## config.mk

```make
export PLATFORM = sky130hd
export DESIGN_NAME = mst_stream_attr_regs
export DESIGN_NICKNAME = d
export VERILOG_FILES = /design/src/core/mst_attr_pkg.sv /design/src/core/mst_stream_attr_regs.sv
export SDC_FILE = /design/constraint.sdc
export NUM_CORES = 1
export LEC_CHECK = 0
export BUFFER_PORTS_ARGS = -buffer_cell sky130_fd_sc_hd__buf_2
export CORE_AREA = 3 3 162 196
export DETAILED_ROUTE_END_ITERATION = 16
export DIE_AREA = 0 0 165 199
export PLACE_DENSITY = 0.63
export SYNTH_ARGS = -nofsm -noshare
export SYNTH_HDL_FRONTEND = slang
export SYNTH_SLANG_ARGS = --single-unit
```

## constraint.sdc

```tcl
create_clock -name mclk -period 2.67 [get_ports mclk]
set_input_delay 0.534 -clock mclk [delete_from_list [all_inputs] [get_ports mclk]]
set_output_delay 0.534 -clock mclk [all_outputs]
set_load 0.005 [all_outputs]
```

## src/core/mst_attr_pkg.sv

```systemverilog
`default_nettype none
package mst_attr_pkg;

	// Register byte offsets, stream 2
	localparam logic [11:0] S2_VSYNC_WIDTH_OFS          = 12'h55c;
	localparam logic [11:0] S2_VSYNC_TO_ACTIVE_LINES_OFS = 12'h560;
	localparam logic [11:0] S2_TOTAL_LINES_OFS          = 12'h564;
	localparam logic [11:0] S2_FORMAT_ATTRS_OFS         = 12'h568;
	localparam logic [11:0] S2_STEREO_INTERLACE_OFS     = 12'h56c;
	localparam logic [11:0] S2_CLOCK_RECOVERY_M_OFS     = 12'h570;
	localparam logic [11:0] S2_CLOCK_RECOVERY_N_OFS     = 12'h574;
	localparam logic [11:0] S2_BLANKING_ID_BYTE_OFS     = 12'h578;

	// Register byte offsets, stream 3
	localparam logic [11:0] S3_ACTIVE_PIXELS_OFS        = 12'h580;
	localparam logic [11:0] S3_HSYNC_POLARITY_OFS       = 12'h584;
	localparam logic [11:0] S3_HSYNC_WIDTH_OFS          = 12'h588;
	localparam logic [11:0] S3_HSYNC_TO_ACTIVE_OFS      = 12'h58c;
	localparam logic [11:0] S3_LINE_TOTAL_CLOCKS_OFS    = 12'h590;
	localparam logic [11:0] S3_ACTIVE_LINES_OFS         = 12'h594;
	localparam logic [11:0] S3_VSYNC_POLARITY_OFS       = 12'h598;
	localparam logic [11:0] S3_VSYNC_WIDTH_OFS          = 12'h59c;
	localparam logic [11:0] S3_VSYNC_TO_ACTIVE_LINES_OFS = 12'h5a0;
	localparam logic [11:0] S3_TOTAL_LINES_OFS          = 12'h5a4;

	// Field widths
	localparam int SYNC_WIDTH_W = 15;
	localparam int COUNT_W      = 16;
	localparam int MISC_W       = 8;
	localparam int CLK_REC_W    = 24;
	localparam int BLANK_ID_W   = 8;

	// First misc attribute byte layout
	localparam int FMT_DEPTH_HI   = 7;
	localparam int FMT_DEPTH_LO   = 5;
	localparam int FMT_COLORIM    = 4;
	localparam int FMT_QUANT      = 3;
	localparam int FMT_COMP_HI    = 2;
	localparam int FMT_COMP_LO    = 1;
	localparam int FMT_CLOCK_MODE = 0;

	// Second misc attribute byte layout
	localparam int SI_STD_BIT   = 7;
	localparam int SI_RSVD_HI   = 6;
	localparam int SI_RSVD_LO   = 3;
	localparam int SI_STEREO_HI = 2;
	localparam int SI_STEREO_LO = 1;
	localparam int SI_EVEN      = 0;

	// Component format codes
	typedef enum logic [1:0] {
		COMP_RGB    = 2'b00,
		COMP_YC422  = 2'b01,
		COMP_YC444  = 2'b10,
		COMP_RSVD   = 2'b11
	} comp_format_t;

	// Reset values of every attribute register
	localparam logic [31:0] ATTR_RESET = 32'h0000_0000;
	// Answer to an unmapped read
	localparam logic [31:0] UNMAPPED_READ = 32'h0000_0000;

endpackage
`default_nettype wire

```

## src/core/mst_stream_attr_regs.sv

```systemverilog
// Our own choice: the address-and-strobe port.
`timescale 1ns/100ps
`default_nettype none
module mst_stream_attr_regs (
	input  wire logic        mclk,              // System clock, 40 MHz
	input  wire logic        nrst,              // Asynchronous reset, active low
	// Register port
	input  wire logic [11:0] regAddr,           // Byte address
	input  wire logic [31:0] regWdata,          // Write data, discarded
	input  wire logic        regWr,             // Write strobe, used only to refuse a read in the same cycle
	input  wire logic        regRd,             // Read strobe
	output logic      [31:0] regRdata,          // Read data, cycle after strobe
	// Stream 2 decoded attributes
	input  wire logic        s2AttrValid,       // One-cycle capture strobe
	input  wire logic [14:0] s2VsyncWidth,      // Vsync width, lines
	input  wire logic [15:0] s2VsyncToActive,   // Vsync edge to active, lines
	input  wire logic [15:0] s2TotalLines,      // Lines per frame
	input  wire logic [7:0]  s2FirstMisc,       // First misc attribute byte
	input  wire logic [7:0]  s2SecondMisc,      // Second misc attribute byte
	input  wire logic [23:0] s2ClockRecM,       // Clock recovery M
	input  wire logic [23:0] s2ClockRecN,       // Clock recovery N
	input  wire logic        s2BlankIdValid,    // One-cycle identifier strobe
	input  wire logic [7:0]  s2BlankIdByte,     // Blanking identifier byte
	// Stream 3 decoded attributes
	input  wire logic        s3AttrValid,       // One-cycle capture strobe
	input  wire logic [15:0] s3ActivePixels,    // Active pixels per line
	input  wire logic        s3HsyncPolarity,   // Requested hsync polarity
	input  wire logic [14:0] s3HsyncWidth,      // Hsync width, video clocks
	input  wire logic [15:0] s3HsyncToActive,   // Hsync edge to active, clocks
	input  wire logic [15:0] s3LineTotalClocks, // Video clocks per line
	input  wire logic [15:0] s3ActiveLines,     // Active lines per frame
	input  wire logic        s3VsyncPolarity,   // 1 active-high vsync
	input  wire logic [14:0] s3VsyncWidth,      // Vsync width, lines
	input  wire logic [15:0] s3VsyncToActive,   // Vsync edge to active, lines
	input  wire logic [15:0] s3TotalLines       // Lines per frame
);

	// Zero-extend a 16-bit field to a bus word
	function automatic logic [31:0] ext16(input logic [15:0] v);
		ext16 = {16'h0000, v};
	endfunction

	// Zero-extend a 24-bit field to a bus word
	function automatic logic [31:0] ext24(input logic [23:0] v);
		ext24 = {8'h00, v};
	endfunction

	// Zero-extend a 15-bit sync width to a bus word
	function automatic logic [31:0] ext15(input logic [14:0] v);
		ext15 = {17'h00000, v};
	endfunction

	// Zero-extend an attribute byte to a bus word
	function automatic logic [31:0] ext8(input logic [7:0] v);
		ext8 = {24'h000000, v};
	endfunction

	// Zero-extend a polarity flag to a bus word
	function automatic logic [31:0] ext1(input logic v);
		ext1 = {31'h00000000, v};
	endfunction

	// Second misc byte with its reserved field forced low
	function automatic logic [7:0] cleanSecondMisc(input logic [7:0] v);
		cleanSecondMisc = {v[mst_attr_pkg::SI_STD_BIT],
			4'h0,
			v[mst_attr_pkg::SI_STEREO_HI:mst_attr_pkg::SI_STEREO_LO],
			v[mst_attr_pkg::SI_EVEN]};
	endfunction

	// Stream 2 stored attributes
	logic [14:0] s2VsyncWidth_r;
	logic [15:0] s2VsyncToActive_r;
	logic [15:0] s2TotalLines_r;
	logic [7:0]  s2FormatAttrs_r;
	logic [7:0]  s2StereoInterlace_r;
	logic [23:0] s2ClockRecM_r;
	logic [23:0] s2ClockRecN_r;
	logic [7:0]  s2BlankIdByte_r;

	// Stream 3 stored attributes
	logic [15:0] s3ActivePixels_r;
	logic        s3HsyncPolarity_r;
	logic [14:0] s3HsyncWidth_r;
	logic [15:0] s3HsyncToActive_r;
	logic [15:0] s3LineTotalClocks_r;
	logic [15:0] s3ActiveLines_r;
	logic        s3VsyncPolarity_r;
	logic [14:0] s3VsyncWidth_r;
	logic [15:0] s3VsyncToActive_r;
	logic [15:0] s3TotalLines_r;

	// Read path
	logic [31:0] regRdata_r;
	logic [31:0] regRdata_nxt;

	// Cleaned at capture so a read never has to mask the reserved field
	logic [7:0] s2SecondMiscClean;
	assign s2SecondMiscClean = cleanSecondMisc(s2SecondMisc);

	// A read colliding with a write is refused, so the bus sees zero
	logic rdTaken;
	assign rdTaken = regRd && !regWr;

	// Stream 2 vsync width; own strobe so stream 3 never disturbs it
	always_ff @(posedge mclk or negedge nrst) begin
		if (!nrst) begin
			s2VsyncWidth_r <= mst_attr_pkg::ATTR_RESET[14:0];
		end else if (s2AttrValid) begin
			s2VsyncWidth_r <= s2VsyncWidth;
		end
	end

	// Stream 2 vsync edge to first active line
	always_ff @(posedge mclk or negedge nrst) begin
		if (!nrst) begin
			s2VsyncToActive_r <= mst_attr_pkg::ATTR_RESET[15:0];
		end else if (s2AttrValid) begin
			s2VsyncToActive_r <= s2VsyncToActive;
		end
	end

	// Stream 2 lines per frame
	always_ff @(posedge mclk or negedge nrst) begin
		if (!nrst) begin
			s2TotalLines_r <= mst_attr_pkg::ATTR_RESET[15:0];
		end else if (s2AttrValid) begin
			s2TotalLines_r <= s2TotalLines;
		end
	end

	// Stream 2 first misc byte, kept verbatim so reserved codes pass through
	always_ff @(posedge mclk or negedge nrst) begin
		if (!nrst) begin
			s2FormatAttrs_r <= mst_attr_pkg::ATTR_RESET[7:0];
		end else if (s2AttrValid) begin
			s2FormatAttrs_r <= s2FirstMisc;
		end
	end

	// Stream 2 second misc byte, reserved field already cleaned
	always_ff @(posedge mclk or negedge nrst) begin
		if (!nrst) begin
			s2StereoInterlace_r <= mst_attr_pkg::ATTR_RESET[7:0];
		end else if (s2AttrValid) begin
			s2StereoInterlace_r <= s2SecondMiscClean;
		end
	end

	// Stream 2 clock recovery M
	always_ff @(posedge mclk or negedge nrst) begin
		if (!nrst) begin
			s2ClockRecM_r <= mst_attr_pkg::ATTR_RESET[23:0];
		end else if (s2AttrValid) begin
			s2ClockRecM_r <= s2ClockRecM;
		end
	end

	// Stream 2 clock recovery N, same strobe as M so the pair never tears
	always_ff @(posedge mclk or negedge nrst) begin
		if (!nrst) begin
			s2ClockRecN_r <= mst_attr_pkg::ATTR_RESET[23:0];
		end else if (s2AttrValid) begin
			s2ClockRecN_r <= s2ClockRecN;
		end
	end

	// Blanking identifier arrives once per blanking period, apart from the frame set
	always_ff @(posedge mclk or negedge nrst) begin
		if (!nrst) begin
			s2BlankIdByte_r <= mst_attr_pkg::ATTR_RESET[7:0];
		end else if (s2BlankIdValid) begin
			s2BlankIdByte_r <= s2BlankIdByte;
		end
	end

	// Stream 3 active pixels per line
	always_ff @(posedge mclk or negedge nrst) begin
		if (!nrst) begin
			s3ActivePixels_r <= mst_attr_pkg::ATTR_RESET[15:0];
		end else if (s3AttrValid) begin
			s3ActivePixels_r <= s3ActivePixels;
		end
	end

	// Stream 3 hsync polarity
	always_ff @(posedge mclk or negedge nrst) begin
		if (!nrst) begin
			s3HsyncPolarity_r <= mst_attr_pkg::ATTR_RESET[0];
		end else if (s3AttrValid) begin
			s3HsyncPolarity_r <= s3HsyncPolarity;
		end
	end

	// Stream 3 hsync width
	always_ff @(posedge mclk or negedge nrst) begin
		if (!nrst) begin
			s3HsyncWidth_r <= mst_attr_pkg::ATTR_RESET[14:0];
		end else if (s3AttrValid) begin
			s3HsyncWidth_r <= s3HsyncWidth;
		end
	end

	// Stream 3 hsync edge to first active clock
	always_ff @(posedge mclk or negedge nrst) begin
		if (!nrst) begin
			s3HsyncToActive_r <= mst_attr_pkg::ATTR_RESET[15:0];
		end else if (s3AttrValid) begin
			s3HsyncToActive_r <= s3HsyncToActive;
		end
	end

	// Stream 3 video clocks per line
	always_ff @(posedge mclk or negedge nrst) begin
		if (!nrst) begin
			s3LineTotalClocks_r <= mst_attr_pkg::ATTR_RESET[15:0];
		end else if (s3AttrValid) begin
			s3LineTotalClocks_r <= s3LineTotalClocks;
		end
	end

	// Stream 3 active lines per frame
	always_ff @(posedge mclk or negedge nrst) begin
		if (!nrst) begin
			s3ActiveLines_r <= mst_attr_pkg::ATTR_RESET[15:0];
		end else if (s3AttrValid) begin
			s3ActiveLines_r <= s3ActiveLines;
		end
	end

	// Stream 3 vsync polarity
	always_ff @(posedge mclk or negedge nrst) begin
		if (!nrst) begin
			s3VsyncPolarity_r <= mst_attr_pkg::ATTR_RESET[0];
		end else if (s3AttrValid) begin
			s3VsyncPolarity_r <= s3VsyncPolarity;
		end
	end

	// Stream 3 vsync width
	always_ff @(posedge mclk or negedge nrst) begin
		if (!nrst) begin
			s3VsyncWidth_r <= mst_attr_pkg::ATTR_RESET[14:0];
		end else if (s3AttrValid) begin
			s3VsyncWidth_r <= s3VsyncWidth;
		end
	end

	// Stream 3 vsync edge to first active line
	always_ff @(posedge mclk or negedge nrst) begin
		if (!nrst) begin
			s3VsyncToActive_r <= mst_attr_pkg::ATTR_RESET[15:0];
		end else if (s3AttrValid) begin
			s3VsyncToActive_r <= s3VsyncToActive;
		end
	end

	// Stream 3 lines per frame
	always_ff @(posedge mclk or negedge nrst) begin
		if (!nrst) begin
			s3TotalLines_r <= mst_attr_pkg::ATTR_RESET[15:0];
		end else if (s3AttrValid) begin
			s3TotalLines_r <= s3TotalLines;
		end
	end

	// Read decode; unused high bits are zero-filled by the width of each field
	always_comb begin
		case (regAddr)
			mst_attr_pkg::S2_VSYNC_WIDTH_OFS: begin
				regRdata_nxt = ext15(s2VsyncWidth_r);
			end
			mst_attr_pkg::S2_VSYNC_TO_ACTIVE_LINES_OFS: begin
				regRdata_nxt = ext16(s2VsyncToActive_r);
			end
			mst_attr_pkg::S2_TOTAL_LINES_OFS: begin
				regRdata_nxt = ext16(s2TotalLines_r);
			end
			mst_attr_pkg::S2_FORMAT_ATTRS_OFS: begin
				regRdata_nxt = ext8(s2FormatAttrs_r);
			end
			mst_attr_pkg::S2_STEREO_INTERLACE_OFS: begin
				regRdata_nxt = ext8(s2StereoInterlace_r);
			end
			mst_attr_pkg::S2_CLOCK_RECOVERY_M_OFS: begin
				regRdata_nxt = ext24(s2ClockRecM_r);
			end
			mst_attr_pkg::S2_CLOCK_RECOVERY_N_OFS: begin
				regRdata_nxt = ext24(s2ClockRecN_r);
			end
			mst_attr_pkg::S2_BLANKING_ID_BYTE_OFS: begin
				regRdata_nxt = ext8(s2BlankIdByte_r);
			end
			mst_attr_pkg::S3_ACTIVE_PIXELS_OFS: begin
				regRdata_nxt = ext16(s3ActivePixels_r);
			end
			mst_attr_pkg::S3_HSYNC_POLARITY_OFS: begin
				regRdata_nxt = ext1(s3HsyncPolarity_r);
			end
			mst_attr_pkg::S3_HSYNC_WIDTH_OFS: begin
				regRdata_nxt = ext15(s3HsyncWidth_r);
			end
			mst_attr_pkg::S3_HSYNC_TO_ACTIVE_OFS: begin
				regRdata_nxt = ext16(s3HsyncToActive_r);
			end
			mst_attr_pkg::S3_LINE_TOTAL_CLOCKS_OFS: begin
				regRdata_nxt = ext16(s3LineTotalClocks_r);
			end
			mst_attr_pkg::S3_ACTIVE_LINES_OFS: begin
				regRdata_nxt = ext16(s3ActiveLines_r);
			end
			mst_attr_pkg::S3_VSYNC_POLARITY_OFS: begin
				regRdata_nxt = ext1(s3VsyncPolarity_r);
			end
			mst_attr_pkg::S3_VSYNC_WIDTH_OFS: begin
				regRdata_nxt = ext15(s3VsyncWidth_r);
			end
			mst_attr_pkg::S3_VSYNC_TO_ACTIVE_LINES_OFS: begin
				regRdata_nxt = ext16(s3VsyncToActive_r);
			end
			mst_attr_pkg::S3_TOTAL_LINES_OFS: begin
				regRdata_nxt = ext16(s3TotalLines_r);
			end
			default: begin
				regRdata_nxt = mst_attr_pkg::UNMAPPED_READ;
			end
		endcase
	end

	// Read data stands for exactly the cycle after a read strobe without a write strobe, zero otherwise.
	// Writes are never decoded: every register here is fed only by the link side.
	always_ff @(posedge mclk or negedge nrst) begin
		if (!nrst) begin
			regRdata_r <= mst_attr_pkg::UNMAPPED_READ;
		end else if (rdTaken) begin
			regRdata_r <= regRdata_nxt;
		end else begin
			regRdata_r <= mst_attr_pkg::UNMAPPED_READ;
		end
	end

	// Port comes straight from the read data flip-flop
	assign regRdata = regRdata_r;

	// Write data has no destination; folded here so it is visibly consumed
	logic wrUnused;
	assign wrUnused = &{1'b0, regWdata, regWr};

endmodule
`default_nettype wire

```

==> results of run 1 <==
==> how the worst max path moves through the flow <==
stage | endpoint | slack [ns] | start
after floorplan | regRdata[9]$_DFF_PN0_ | 0.58 | regAddr[1]
after global placement | regRdata[10]$_DFF_PN0_ | 0.07 | regAddr[1]
after detailed placement | regRdata[8]$_DFF_PN0_ | 0.003 | regAddr[1]
after CTS | regRdata[8]$_DFF_PN0_ | 0.56 | regAddr[1]
after global routing | regRdata[8]$_DFF_PN0_ | 0.45 | regAddr[1]
final | regRdata[8]$_DFF_PN0_ | 0.51 | regAddr[1]
==> cell type report <==
cell class	instances	area (um2)	area share, %
flip-flops and latches	267	6680	44.4
multi-input cells	566	4940	32.8
repair buffers	347	2060	13.7
clock buffers	43	828	5.50
well taps	396	495	3.29
clock inverters	4	22.5	0.150
inverters	5	18.8	0.125
diodes	5	12.5	0.0831
==> placed cells by master, fill, tap and decap left out, drive strengths merged, types with 3 or more instances in the layout <==
cell type | synthesis | layout
buf | 34 | 346
nor2 | 17 | 17
nand2 | 36 | 36
a32o | 3 | 3
mux2 | 255 | 255
and3b | 5 | 5
mux2i | 11 | 11
a32oi | 6 | 6
dfrtp | 267 | 267
a211oi | 3 | 3
o22ai | 7 | 7
a21oi | 17 | 17
a31oi | 15 | 15
clkbuf | 42 | 43
a222oi | 6 | 6
nor3 | 9 | 9
a221oi | 4 | 4
nand3 | 25 | 25
conb | 1 | 8
diode | 0 | 5
clkinv | 0 | 3
nand2b | 5 | 5
nor2b | 7 | 7
a22oi | 54 | 54
nand4 | 3 | 3
inv | 5 | 5
o32ai | 6 | 6
nor3b | 3 | 3
and3 | 4 | 4
nor4 | 7 | 7
nor4bb | 3 | 3
o21ai | 22 | 22
o31ai | 6 | 6
==> logic make-up after synthesis <==
kind of cell	after synthesis
flip-flops	267
multiplexers	266
other	1
AND/OR/NAND/NOR	135
buffers and inverters	81
AO/OA/AOI/OAI	157
==> per-layer routing <==
| layer | share of wire [%] | up-vias | GRT usage (%) | wire length (um) |
|---|---|---|---|---|
| met4 | 3.8 | 14 | 9.17 | 1450 |
| met5 | 0.25 | - | 0 | 93 |
| met3 | 7.8 | 94 | 5.58 | 2960 |
| li1 | - | 3973 | - | - |
| met1 | 40 | 4442 | 28.8 | 15200 |
| met2 | 48 | 344 | 37.1 | 18200 |
==> power by group <==
part | switching [mW] | total, mW | internal [mW]
combinational | 0.538 | 1.15 | 0.616
sequential | 0.195 | 4.61 | 4.42
clock | 1.55 | 3.66 | 2.11
==> results.py, run 1 <==
metrics = {
    "critical_path": {
        "cp-start-kind": "input pin",
        "r2r-start": "s2ClockRecN_r[2]$_DFFE_PN0P_",
        "path_depth": 8,
        "max_stage_delay_ns": 0.56,
        "critPathKind": "in2reg",
        "path_cells": "buf_2 -> or4b_1 -> or2_1 -> buf_4 -> buf_4 -> nor4_1 -> a221oi_1 -> a21oi_1",
        "cpMostUsedCell": "buf_4",
        "cp_data_required_time_ns": 3.12,
        "r2r_end": "regRdata[2]$_DFF_PN0_",
        "critical_path.max_fanout": 7,
        "arrival_ns": 2.61,
        "reg2reg_depth": 5,
        "reg2reg_slack_ns": 0.93,
        "crit_family": "simple AND/OR/NAND/NOR gates",
        "cp_slowest_cell": "or4b_1",
        "critPathCaptureType": "flop",
        "critical_path_buf_inv_count": 3,
    },
    "final_layout": {
        "fillers": 2750,
        "area_growth_pct": 26.1,
        "final_cells": 1633,
        "final_cell_area_um2": 15100,
        "utilization_pct": 49.8,
        "layout.nets": 1513,
        "drive_gt1_share_pct": 53.1,
    },
    "logic_synthesis": {
        "synth_cell_types": 54,
        "synth.avg_cell_area_um2": 13.2,
        "synth_area_um2": 11900,
        "async_reset_ff_share_pct": 100,
        "seq_area_frac_synth_pct": 56.0,
        "yosysMostFrequentCell": "dfrtp_1",
        "synthDominantCellAreaShare_pct": 56.0,
        "yosys.area_share.xor_xnor_pct": 0,
        "synth_common_cells": "dfrtp_1 (267), mux2_2 (255), a22oi_1 (54), clkbuf_1 (42), nand2_1 (36)",
        "synth-adder-area-share_pct": 0,
        "yosys.area.top_type": "dfrtp_1",
        "synth_warnings": 0,
        "synth-compound-area-share_pct": 9.28,
        "synthFlopType": "dfrtp_1",
        "synth.ff_latch_count": 267,
        "syn_inst": 907,
        "yosys-top-cells-area": "dfrtp_1 (56%), mux2_2 (24%), a22oi_1 (3.4%)",
        "muxShareOfSynthArea_pct": 25.0,
        "yosys.area_share.simple_pct": 6.54,
        "synth_top_family_by_area": "multiplexers",
        "synth-edff-count": 0,
    },
    "global_routing": {
        "grt_max_degree": 64,
        "grt_usage_pct": 22.7,
        "grt_pass1_vias": 9214,
        "grt_pass1_wl_um": 55400,
        "antenna_found_initial": 12,
        "grt_overflow": 0,
    },
    "floorplanning": {
        "start_util_pct": 39.5,
        "die_w_um": 165,
        "std_cell_rows": 70,
        "io_pins": 330,
        "die_h_um": 199,
        "die-area_um2": 32800,
        "core_area_um2": 30200,
    },
    "status": {
        "status": "finished, final reports clean",
    },
    "clock_tree": {
        "cts_resized": 0,
        "clockRootBuffer": "clkbuf_16",
        "cts_hold_buf": 1,
        "postCtsSetupBuffers": 0,
        "cts_max_level": 1,
        "cts_buffer_depth": 3,
        "cts_buffers": 28,
        "clk_pin_slew_ns": 0.06,
        "cts_sinks": 267,
        "cts_tree": "built",
        "clk_latency_ns": 0.54,
    },
    "power_and_ir_drop": {
        "power.total_mw": 9.43,
        "irDropWorstVdd_uv": 521,
        "power_per_cell_area_nw_per_um2": 626,
        "leakagePower_nw": 6.68,
    },
    "detailed_routing": {
        "finalWirelength_um": 38000,
        "vias_per_cell": 5.43,
        "drtPass1Iterations": 5,
        "drc": 0,
        "ant_nets": 0,
        "wl_per_cell_um": 23.2,
        "vias": 8867,
        "drt_iter0_markers": 530,
    },
    "sta": {
        "max_freq_mhz": 463,
        "setup_tns_ns": 0,
        "timing.hold.ws_ns": 0.220,
        "period_share_pct": 80.9,
        "worst_pin_slew_ns": 1.03,
        "final_hold_viol_count": 0,
        "setup_viol": 0,
        "layout_min_cycle_time_ns": 2.16,
        "clock_skew_ns": 0.0122,
        "rsz0062_at_grt": "false",
        "finalMaxSlewViolations": 0,
        "setup_slack_ns": 0.509,
        "slew_headroom_pct": 31.1,
    },
    "placed_design": {
        "place_inst": 1580,
        "dp_hpwl_um": 28800,
        "placedInstanceArea_um2": 14200,
        "gp_congestion": 0.886,
        "pre_cts_slack_ns": 0.00319,
        "port_buffers": 285,
    },
    "flow_run": {
        "drv_cap": 0,
    },
    "hold_path": {
        "hold_path_depth": 2,
        "worstHoldEndpoint": "s2FormatAttrs_r[0]$_DFFE_PN0P_",
        "min-delay-start": "s2FirstMisc[0]",
        "hp-class": "in2reg",
    },
}
No activity file was read; power rests on OpenSTA's default activity.
==> inputs of run 2 (changes only) <==
PLACE_DENSITY = 0.66   (was 0.63)
clock period = 1.78 ns   (was 2.67 ns; I/O delays follow)
==> run 2 against run 1 <==
  * First-iteration DRC count increased by 85%
  * Routed wire length increased by 4.9%
  * Via count increased by 5.4%
  * Clock skew decreased by 0.0038 ns
  * Clock power increased by 78%
  * Die area unchanged
  * Combinational power increased by 63%
  * Utilization increased by 2.8 points
  * Critical path depth unchanged
==> results.py, run 2 (same netlist as run 1, synthesis figures left out) <==
metrics = {
    "placed_design": {
        "gp_congestion": 0.913,
        "placedInstanceArea_um2": 14700,
        "dp_hpwl_um": 30300,
        "port_buffers": 285,
        "place_inst": 1649,
        "pre_cts_slack_ns": -0.578,
    },
    "power_and_ir_drop": {
        "power.total_mw": 15.3,
        "comb_power_share_pct": 12.2,
        "p_clk_share_pct": 42.4,
        "leakagePower_nw": 7.13,
        "power_per_cell_area_nw_per_um2": 965,
        "power.internal_mw": 11.6,
        "power_switching_share_pct": 24.2,
        "irDropWorstVdd_uv": 640,
        "switchingPower_mw": 3.71,
        "seqPwrFrac_pct": 45.4,
    },
    "final_layout": {
        "layout_commonest_cell": "buf_2",
        "layout_common_cells": "buf_2 (282), dfrtp_1 (267), mux2_2 (255), buf_4 (117), a22oi_1 (53)",
        "utilization_pct": 52.6,
        "area_growth_pct": 33.1,
        "final_cell_area_um2": 15900,
        "layout.nets": 1587,
        "final_cells": 1712,
        "drive_gt1_share_pct": 56.7,
    },
    "floorplanning": {
        "std_cell_rows": 70,
        "die_w_um": 165,
        "start_util_pct": 39.5,
        "die-area_um2": 32800,
        "core_area_um2": 30200,
        "die_h_um": 199,
        "io_pins": 330,
    },
    "sta": {
        "finalMaxSlewViolations": 0,
        "final_hold_viol_count": 0,
        "clock_skew_ns": 0.00834,
        "setup_viol": 0,
        "setup_tns_ns": 0,
        "worst_pin_slew_ns": 0.642,
        "timing.hold.ws_ns": 0.0352,
        "slew_headroom_pct": 57.0,
        "max_freq_mhz": 573,
        "setup_slack_ns": 0.0361,
        "layout_min_cycle_time_ns": 1.74,
        "period_share_pct": 98.0,
    },
    "global_routing": {
        "antenna_found_initial": 11,
        "grt_usage_pct": 23.3,
        "grt_pass1_vias": 9590,
        "grt_max_degree": 54,
        "grt_pass1_wl_um": 57400,
        "grt_overflow": 0,
    },
    "detailed_routing": {
        "ant_nets": 0,
        "drc": 0,
        "drt_iter0_markers": 982,
        "wl_per_cell_um": 23.2,
        "finalWirelength_um": 39800,
        "vias_per_cell": 5.46,
        "vias": 9350,
        "drtPass1Iterations": 6,
    },
    "critical_path": {
        "critical_path.max_fanout": 15,
        "cp-start-kind": "input pin",
        "arrival_ns": 2.20,
        "critPathKind": "in2reg",
        "critPathCaptureType": "flop",
        "cp_data_required_time_ns": 2.24,
    },
    "clock_tree": {
        "clk_pin_slew_ns": 0.06,
        "cts_tree": "built",
        "cts_buffers": 29,
        "cts_sinks": 267,
        "clockRootBuffer": "clkbuf_16",
        "cts_max_level": 1,
        "clk_latency_ns": 0.55,
        "cts_buffer_depth": 3,
    },
    "status": {
        "status": "finished, final reports clean",
    },
    "hold_path": {
        "hp-class": "in2reg",
    },
    "flow_run": {
        "drv_cap": 0,
    },
}
run 2: final timing paths:
kind	start	end	slack (ns)	depth (start not counted)
max	regAddr[1]	regRdata[5]$_DFF_PN0_	0.04	8
min	s3VsyncToActive[11]	s3VsyncToActive_r[11]$_DFFE_PN0P_	0.04	3
max reg2reg	s2VsyncToActive_r[14]$_DFFE_PN0P_	regRdata[14]$_DFF_PN0_	0.12	5
min reg2reg	s2VsyncWidth_r[7]$_DFFE_PN0P_	s2VsyncWidth_r[7]$_DFFE_PN0P_	0.50	1
max in group asynchronous	nrst	s2VsyncToActive_r[10]$_DFFE_PN0P_	0.79	3
min in group asynchronous	nrst	s3HsyncToActive_r[6]$_DFFE_PN0P_	0.30	2
run 2: layout make-up:
class / instances / area (um2)
multi-input combinational: 569 / 5040
timing repair buffer: 417 / 2630
clock buffer: 37 / 786
fill: 2645 / 14300
clock inverter: 14 / 233
sequential: 267 / 6680
inverter: 5 / 18.8
antenna: 7 / 17.5
tap: 396 / 495
run 2: repair_timing:
action,CTS,global route
cloned,0,3
gates resized for setup,3,11
endpoints found under the hold margin,33,0
setup endpoints to repair,3,24
hold buffers,1,0
pin swaps,0,3
setup buffers,0,1
run 2: per-layer routing:
metal | track usage, % | up-vias | part of all wire, %
met2 | 38.5 | 428 | 48
met1 | 30.4 | 4649 | 40
met4 | 8.05 | 14 | 3.5
li1 | - | 4159 | -
met3 | 4.96 | 100 | 8.4
met5 | 0 | - | 0.24
run 2: power groups by stage:
stage               Sequential [mW]  Combinational [mW]  Clock, mW
global placement               7.04                1.82          0
detailed placement             7.07                1.85          0
finish                         6.96                1.87       6.50
floorplan                      6.92               0.966          0
CTS                            6.96                1.86       6.58
global route                   7.02                2.02       6.85
run 2: worst max-delay path, stage by stage:
cell,delay [ns]
buf_2,0.10
or4b_4,0.56
or2_4,0.26
buf_12,0.16
nor3b_4,0.26
buf_6,0.18
o31ai_4,0.13
a31oi_1,0.18
